$ cat src/include/kpd_consts.svh
// Offsets, field positions and reset values of the keypad level interrupt unit
`ifndef KPD_CONSTS_SVH
`define KPD_CONSTS_SVH

// Number of sense inputs and drive outputs
`define KPD_NUM_IN 4

// Register indexes; the APB byte address is four times the index
`define KPD_IDX_LEVEL 10'h08d
`define KPD_IDX_ENABLE 10'h08e
`define KPD_IDX_FLAGS 10'h08f
`define KPD_IDX_CTRL 10'h090
`define KPD_IDX_DRIVE 10'h091
`define KPD_IDX_IRQ_STAT 10'h092
`define KPD_IDX_IRQ_MASK 10'h093
`define KPD_ADDR_W 12

// Field positions
`define KPD_CTRL_GEN_BIT 0
`define KPD_FIELD_MSB 3

// Reset values
`define KPD_RST_NIB 4'h0
`define KPD_RST_WORD 32'h0000_0000

`endif

$ cat src/include/kpd_pkg.sv
// Types shared by the keypad level interrupt unit
`include "kpd_consts.svh"

package kpd_pkg;

    // One-hot register select decoded from the APB address
    typedef enum logic [7:0] {
        KPD_SEL_LEVEL = 8'b0000_0001,
        KPD_SEL_ENABLE = 8'b0000_0010,
        KPD_SEL_FLAGS = 8'b0000_0100,
        KPD_SEL_CTRL = 8'b0000_1000,
        KPD_SEL_DRIVE = 8'b0001_0000,
        KPD_SEL_STAT = 8'b0010_0000,
        KPD_SEL_MASK = 8'b0100_0000,
        KPD_SEL_NONE = 8'b1000_0000
    } kpd_sel_e;

    typedef logic [`KPD_NUM_IN-1:0] kpd_nib_t;

    // State of one sense cell
    typedef struct packed {
        logic flag;
    } kpd_cell_s;

    // State of the interrupt status and mask bank
    typedef struct packed {
        kpd_nib_t status;
        kpd_nib_t mask;
        logic irq;
    } kpd_irq_s;

    // State of the top level
    typedef struct packed {
        kpd_nib_t level;
        kpd_nib_t enable;
        logic gen;
        kpd_nib_t drive;
        kpd_nib_t req_prev;
        logic kirq;
        logic wake;
        logic pready;
        logic pslverr;
        logic [31:0] prdata;
    } kpd_top_s;

endpackage : kpd_pkg

$ cat src/rtl/kpd_sense_cell.sv
// One keypad sense input: level match and sticky event flag
`timescale 1ns/10ps
`default_nettype none

module kpd_sense_cell
    import kpd_pkg::*;
(
    input wire logic mclk_i,
    input wire logic resetn_i,
    input wire logic sense_i,
    input wire logic level_sel_i,
    input wire logic clear_i,
    output logic hit_o,
    output logic flag_o
);

    kpd_cell_s s_q;
    kpd_cell_s s_d;

    // Selected level: low when the select bit is 0, high when it is 1
    assign hit_o = (sense_i == level_sel_i);

    // Setting wins over the software clear, so a held level re-flags at once
    always_comb begin
        s_d = s_q;
        s_d.flag = (s_q.flag & ~clear_i) | hit_o;
    end

    always_ff @(posedge mclk_i) begin
        if (!resetn_i) begin
            s_q <= '0;
        end else begin
            s_q <= s_d;
        end
    end

    assign flag_o = s_q.flag;

endmodule : kpd_sense_cell

`default_nettype wire

$ cat src/rtl/kpd_irq_bank.sv
// Sticky interrupt status with write-one-to-clear, mask and level output
`timescale 1ns/10ps
`default_nettype none

module kpd_irq_bank
    import kpd_pkg::*;
(
    input wire logic mclk_i,
    input wire logic resetn_i,
    input wire kpd_nib_t event_i,
    input wire logic clr_wr_i,
    input wire logic mask_wr_i,
    input wire kpd_nib_t wdata_i,
    output kpd_nib_t status_o,
    output kpd_nib_t mask_o,
    output logic irq_o
);

    kpd_irq_s s_q;
    kpd_irq_s s_d;

    // An event in the clearing cycle survives: set beats clear
    always_comb begin
        s_d = s_q;
        if (clr_wr_i) begin
            s_d.status = s_q.status & ~wdata_i;
        end
        s_d.status = s_d.status | event_i;
        if (mask_wr_i) begin
            s_d.mask = wdata_i;
        end
        // Built from next values so the output follows status without lag
        s_d.irq = |(s_d.status & s_d.mask);
    end

    always_ff @(posedge mclk_i) begin
        if (!resetn_i) begin
            s_q <= '0;
        end else begin
            s_q <= s_d;
        end
    end

    assign status_o = s_q.status;
    assign mask_o = s_q.mask;
    assign irq_o = s_q.irq;

endmodule : kpd_irq_bank

`default_nettype wire

$ cat src/rtl/kpd_level_irq_unit.sv
// Keypad level interrupt unit: APB registers, sense cells, wake and interrupt
//
// Behaviour
// - Four keypad sense inputs and four drive outputs scan a 4x4 switch matrix.
// - Each sense input is its own source; all four share one request.
// - Clearing the global enable blocks the shared keypad request entirely.
// - Level-select bit 0 detects low, bit 1 detects high on that input.
// - Flag bit n sets whenever input n sits at its selected level.
// - A set flag requests an interrupt only while its enable bit is one.
// - Any write to the flag register with byte lane 0 strobed clears at once each flag whose input is off its selected level.
// - With its enable bit zero a pin is plain GPIO, no keypad request.
// - Active level on an enabled input wakes the chip from deep sleep.
`timescale 1ns/10ps
`default_nettype none

module kpd_level_irq_unit
    import kpd_pkg::*;
(
    input wire logic mclk_i,
    input wire logic resetn_i,
    input wire logic psel_i,
    input wire logic penable_i,
    input wire logic pwrite_i,
    input wire logic [`KPD_ADDR_W-1:0] paddr_i,
    input wire logic [31:0] pwdata_i,
    input wire logic [3:0] pstrb_i,
    output logic [31:0] prdata_o,
    output logic pready_o,
    output logic pslverr_o,
    input wire kpd_nib_t keypad_sense_input_i,
    output kpd_nib_t keypad_drive_o,
    output kpd_nib_t keypad_func_o,
    output logic keypad_irq_o,
    output logic wake_o,
    output logic irq_o
);

    kpd_top_s s_q;
    kpd_top_s s_d;
    kpd_sel_e sel;
    kpd_nib_t hit_w;
    kpd_nib_t flags_w;
    kpd_nib_t req_w;
    kpd_nib_t stat_w;
    kpd_nib_t mask_w;
    kpd_nib_t wnib;
    logic setup_w;
    logic wr_w;
    logic wr_flags;
    logic wr_ctrl;
    logic irq_w;

    // Address decode to a one-hot select; anything else is unmapped
    always_comb begin
        sel = KPD_SEL_NONE;
        if (paddr_i[1:0] == 2'b00) begin
            case (paddr_i[`KPD_ADDR_W-1:2])
                `KPD_IDX_LEVEL: sel = KPD_SEL_LEVEL;
                `KPD_IDX_ENABLE: sel = KPD_SEL_ENABLE;
                `KPD_IDX_FLAGS: sel = KPD_SEL_FLAGS;
                `KPD_IDX_CTRL: sel = KPD_SEL_CTRL;
                `KPD_IDX_DRIVE: sel = KPD_SEL_DRIVE;
                `KPD_IDX_IRQ_STAT: sel = KPD_SEL_STAT;
                `KPD_IDX_IRQ_MASK: sel = KPD_SEL_MASK;
                default: sel = KPD_SEL_NONE;
            endcase
        end
    end

    // Writes land at the access edge, only with byte lane 0 strobed
    assign setup_w = psel_i & ~penable_i;
    assign wr_w = psel_i & penable_i & pwrite_i & s_q.pready & pstrb_i[0];
    assign wr_flags = wr_w & (sel == KPD_SEL_FLAGS);
    assign wr_ctrl = wr_w & (sel == KPD_SEL_CTRL);
    // Write data above the low nibble is dropped so reserved bits stay zero
    assign wnib = pwdata_i[`KPD_FIELD_MSB:0];

    // One sense cell per input, each its own interrupt source
    genvar gi;
    generate
        for (gi = 0; gi < `KPD_NUM_IN; gi++) begin : g_cell
            kpd_sense_cell u_cell (
                .mclk_i(mclk_i),
                .resetn_i(resetn_i),
                .sense_i(keypad_sense_input_i[gi]),
                .level_sel_i(s_q.level[gi]),
                .clear_i(wr_flags),
                .hit_o(hit_w[gi]),
                .flag_o(flags_w[gi])
            );
        end
    endgenerate

    // Per-input request: flag gated by its enable and the global enable
    assign req_w = flags_w & s_q.enable & {`KPD_NUM_IN{s_q.gen}};

    // New requests become sticky status events for the masked interrupt
    kpd_irq_bank u_irq (
        .mclk_i(mclk_i),
        .resetn_i(resetn_i),
        .event_i(req_w & ~s_q.req_prev),
        .clr_wr_i(wr_w & (sel == KPD_SEL_STAT)),
        .mask_wr_i(wr_w & (sel == KPD_SEL_MASK)),
        .wdata_i(wnib),
        .status_o(stat_w),
        .mask_o(mask_w),
        .irq_o(irq_w)
    );

    // Next state: register writes, request, wake and APB answer
    always_comb begin
        s_d = s_q;
        s_d.req_prev = req_w;
        // All four sources fold onto the one shared request
        s_d.kirq = |req_w;
        // Wake needs no global enable; it only looks at enabled inputs
        s_d.wake = |(hit_w & s_q.enable);
        // Zero wait states: ready in the access cycle, low otherwise
        s_d.pready = setup_w;
        s_d.pslverr = setup_w & (sel == KPD_SEL_NONE);
        if (wr_w) begin
            unique case (sel)
                KPD_SEL_LEVEL: s_d.level = wnib;
                KPD_SEL_ENABLE: s_d.enable = wnib;
                KPD_SEL_CTRL: s_d.gen = pwdata_i[`KPD_CTRL_GEN_BIT];
                KPD_SEL_DRIVE: s_d.drive = wnib;
                KPD_SEL_FLAGS, KPD_SEL_STAT, KPD_SEL_MASK, KPD_SEL_NONE: s_d.level = s_q.level;
            endcase
        end
        // Read data is sampled in the setup cycle; upper bits always zero
        if (setup_w) begin
            s_d.prdata = `KPD_RST_WORD;
            unique case (sel)
                KPD_SEL_LEVEL: s_d.prdata[`KPD_FIELD_MSB:0] = s_q.level;
                KPD_SEL_ENABLE: s_d.prdata[`KPD_FIELD_MSB:0] = s_q.enable;
                KPD_SEL_FLAGS: s_d.prdata[`KPD_FIELD_MSB:0] = flags_w;
                KPD_SEL_CTRL: s_d.prdata[`KPD_CTRL_GEN_BIT] = s_q.gen;
                KPD_SEL_DRIVE: s_d.prdata[`KPD_FIELD_MSB:0] = s_q.drive;
                KPD_SEL_STAT: s_d.prdata[`KPD_FIELD_MSB:0] = stat_w;
                KPD_SEL_MASK: s_d.prdata[`KPD_FIELD_MSB:0] = mask_w;
                KPD_SEL_NONE: s_d.prdata = `KPD_RST_WORD;
            endcase
        end
    end

    // Synchronous reset: every control field starts at zero
    always_ff @(posedge mclk_i) begin
        if (!resetn_i) begin
            s_q.level <= `KPD_RST_NIB;
            s_q.enable <= `KPD_RST_NIB;
            s_q.gen <= 1'b0;
            s_q.drive <= `KPD_RST_NIB;
            s_q.req_prev <= `KPD_RST_NIB;
            s_q.kirq <= 1'b0;
            s_q.wake <= 1'b0;
            s_q.pready <= 1'b0;
            s_q.pslverr <= 1'b0;
            s_q.prdata <= `KPD_RST_WORD;
        end else begin
            s_q <= s_d;
        end
    end

    // Outputs straight from flip-flops
    assign prdata_o = s_q.prdata;
    assign pready_o = s_q.pready;
    assign pslverr_o = s_q.pslverr;
    assign keypad_drive_o = s_q.drive;
    // High selects keypad function, low leaves the pin as plain GPIO
    assign keypad_func_o = s_q.enable;
    assign keypad_irq_o = s_q.kirq;
    assign wake_o = s_q.wake;
    assign irq_o = irq_w;
endmodule : kpd_level_irq_unit

`default_nettype wire

$ cat config.mk
export PLATFORM = sky130hd
export DESIGN_NAME = kpd_level_irq_unit
export DESIGN_NICKNAME = d
export VERILOG_FILES = /design/src/include/kpd_pkg.sv /design/src/rtl/kpd_sense_cell.sv /design/src/rtl/kpd_irq_bank.sv /design/src/rtl/kpd_level_irq_unit.sv
export VERILOG_INCLUDE_DIRS = /design/src /design/src/include
export SDC_FILE = /design/constraint.sdc
export NUM_CORES = 1
export LEC_CHECK = 0
export ABC_CLOCK_PERIOD_IN_PS = 1950
export BUFFER_PORTS_ARGS = -buffer_cell sky130_fd_sc_hd__clkbuf_2
export CAP_MARGIN = 20
export CORE_UTILIZATION = 48
export CTS_BUF_LIST = sky130_fd_sc_hd__clkbuf_4 sky130_fd_sc_hd__clkbuf_8
export CTS_CLUSTER_DIAMETER = 30
export DETAILED_ROUTE_END_ITERATION = 6
export PLACE_DENSITY = 0.84
export SLEW_MARGIN = 5
export SYNTH_ARGS = -nofsm -noshare
export SYNTH_HDL_FRONTEND = slang
export SYNTH_SLANG_ARGS = --single-unit
$ cat constraint.sdc
create_clock -name mclk_i -period 1.95 [get_ports mclk_i]
set_input_delay 0.0975 -clock mclk_i [delete_from_list [all_inputs] [get_ports mclk_i]]
set_output_delay 0.0975 -clock mclk_i [all_outputs]
set_load 0.005 [all_outputs]
==> results by group <==
Run status
  – Outcome: finished clean

Global route
  – Gr ovfl total: 0
  – Vias in the first global route: 1,619
  – First-pass GRT wire length: 7750 microns
  – Total GRT Usage: 23.2%
  – Initial antenna violation count: 0
  – Largest net degree at the start of global routing: 30

Power
  – Peak supply drop: 0.418 mV
  – Pleak: 0.935 nW
  – Pwr Density: 695 nW/um^2

Clocking
  – Clk slew on worst S/H paths: 0.07 ns
  – CTS tree: yes
  – H-tree depth: 2
  – TritonCTS buffer count: 5
  – Clk_lat worst skew: 0.29 ns
  – # clock sinks: 38
  – Max clock buf depth: 2
  – Post-cts hold buffer count: 0
  – PostCTS Resize Cnt: 0
  – Setup bufs post-CTS: 0
  – Root buf cell: clkbuf_8

Placement
  – Detailed Place HPWL: 3540 microns
  – Placed instance count: 320
  – Routability cong.: 0.936
  – Number of input and output port buffers inserted: 42

Critical path
  – Req. time, crit path: 2.13 ns
  – Reg2reg start: pready_o
  – Top cell family by delay on the critical path: compound AO/OA/AOI/OAI gates
  – CP Capture Type: flop
  – Crit-path max FO: 10
  – R2R depth: 5
  – CP Class: flop to flop
  – CP max stage delay: 0.43 ns
  – FF-to-FF End: u_irq.irq_o
  – Critical Path AT: 1.98 ns
  – Slowest CP cell: o41a_1
  – Cell chain of the critical path: and4_1, and2_1, a41o_1, a22oi_1, o41a_1
  – Startpoint Class: flop
  – FF-to-FF setup slack: 0.14 ns
  – Critical path depth in cells: 5
  – Buf/Inv on CP: 0

Yosys
  – Synth warn: 0
  – Post-synth cell types: 48
  – Post-synthesis cell count: 244
  – Sequential area share after synthesis: 35.7%
  – Fraction of registers with async set or reset after synthesis: 0%
  – Syn Area/Cell: 8.74 sq um
  – FF+latch count, synth: 38
  – Yosys top cell by area: dfxtp_1
  – EDFF count, synth: 0
  – Main synth FF type: dfxtp_1
  – Yosys top cell area share: 35.7%
  – Commonest cells post-synth: 41 x buf_4, 38 x dfxtp_1, 24 x nor2_1
  – Most common cell in the synthesized netlist: buf_4
  – Post-synth design cell area: 2130 sq um
  – Ranking of synthesized cells by area: dfxtp_1 36%, buf_4 14%, mux2i_1 6.6%, nor2_1 4.2%, a21oi_1 4.0%

STA
  – Final min period: 1.81 ns
  – Maximum clock rate: 554 MHz
  – Hold slack: 0.110 ns
  – Final setup skew: 0.00358 ns
  – Endpoints failing hold: 0
  – Endpoints failing setup: 0
  – Setup TNS: 0 ns
  – RSZ-0062 raised after global routing: no
  – Final cycle utilization of the critical path: 92.6%
  – Fin. max-slew vios: 0

Finish
  – Syn-to-layout area delta: 8.68%
  – Antenna cells: 0
  – Fin nets: 334
  – Final std cells w/o fill: 327
  – Share of layout cells above drive strength 1: 23.1%

Hold path
  – Hold Path End: u_irq.irq_o
  – Min-delay worst type: input pin to flop
  – Hold path cells: 2
  – Min-delay src: resetn_i

Route
  – Post-route ant nets: 0
  – Vias: 1,822
  – Routed wire length: 4770 microns
  – Routed WL per cell: 14.6 microns
  – DRT iter0 DRCs: 143
  – TritonRoute pass-1 iters: 4
  – Via density: 5.57
  – DRC: 0

Floorplanning
  – IO Count: 102
  – Die ar.: 4710 sq um
  – Rows: 23
  – Placeable core area: 4140 sq um
  – Initial core utilization: 51.5%
  – Die Width: 68.7 microns
  – Die Ht: 68.7 microns

Job
  – Max-cap viol count: 0
power breakdown:
part,leakage [nW],internal [W],switching (W),total [W]
sequential,0.308,0.000787,0.00000826,0.000795
clock,0.0573,0.000409,0.000274,0.000683
combinational,0.569,0.0000489,0.0000845,0.000133
cell usage in the layout, fill, tap and decap left out, types with 4 or more instances in the layout:
master	Yosys	final
a21oi_1	17	17
or2_2	4	4
mux2i_1	14	14
a41o_1	4	4
inv_1	4	4
buf_4	41	6
nor2_1	24	24
o21ai_0	6	6
dfxtp_1	38	38
clkbuf_8	0	6
nand2_1	8	8
nand4_1	5	5
o2bb2ai_1	4	4
xnor2_1	4	4
a22oi_1	6	6
conb_1	1	28
nand3_1	15	15
clkbuf_2	0	42
worst reg2reg max path, cell delays in order, from the launching register on:
cell	delay [ns]
dfxtp_1	0.32
and4_1	0.24
and2_1	0.37
a41o_1	0.25
a22oi_1	0.08
o41a_1	0.43
registers in the layout, summed over array words and instances, names as in the netlist:
| name | count |
|---|---|
| u_irq.irq_o | 1 |
| prdata_o | 4 |
| s_q | 9 |
| keypad_func_o | 4 |
| wake_o | 1 |
| pready_o | 1 |
| keypad_irq_o | 1 |
| pslverr_o | 1 |
| keypad_drive_o | 4 |
| u_irq.status_o | 4 |
| u_irq.mask_o | 4 |
| g_cell.u_cell.flag_o | 4 |
per-layer routing:
metal | share of wire [%] | track usage, % | vias up | wire length, microns
met4 | 1.6 | 9.11 | 0 | 75
met2 | 45 | 36.0 | 116 | 2150
met5 | 0 | 0 | - | 0
met3 | 9.7 | 6.09 | 10 | 462
met1 | 44 | 30.5 | 815 | 2080
li1 | - | - | 881 | -
through the flow:
step	power (W)	worst slack, ns	cell area, sq um	util [%]
floorplan	0.000923	0.237	2230	-
global placement	0.000940	0.191	2210	53.2
detailed placement	0.000943	0.174	2210	53.2
CTS	0.00162	0.163	2320	55.9
global route	0.00168	0.0123	2320	55.9
finish	0.00161	0.145	2320	55.9
logic make-up after synthesis:
| logic type | synth area share, % |
|---|---|
| AND/OR/NAND/NOR | 22.8 |
| buffers and inverters | 17.1 |
| AO/OA/AOI/OAI | 16.0 |
| flip-flops | 35.7 |
| multiplexers | 6.57 |
| XOR/XNOR | 1.64 |
| other | 0.176 |
cell type report:
cell class / count / area [sq um]
Inverter: 5 / 18.8
Timing Repair Buffer: 48 / 255
Clock buffer: 6 / 82.6
Tap cell: 50 / 62.6
Sequential cell: 38 / 761
Multi-Input combinational cell: 179 / 1110
Fill cell: 391 / 1830
Clock inverter: 1 / 30.0
worst max path at each step:
| stage | startpoint | end | slack, ns |
|---|---|---|---|
| floorplan | pready_o | u_irq.irq_o | 0.24 |
| global placement | pready_o | u_irq.irq_o | 0.19 |
| detailed placement | pready_o | u_irq.irq_o | 0.17 |
| CTS | pready_o | u_irq.irq_o | 0.16 |
| global route | pready_o | u_irq.irq_o | 0.01 |
| finish | pready_o | u_irq.irq_o | 0.14 |
Note: power is estimated with default switching activity, not from simulation.
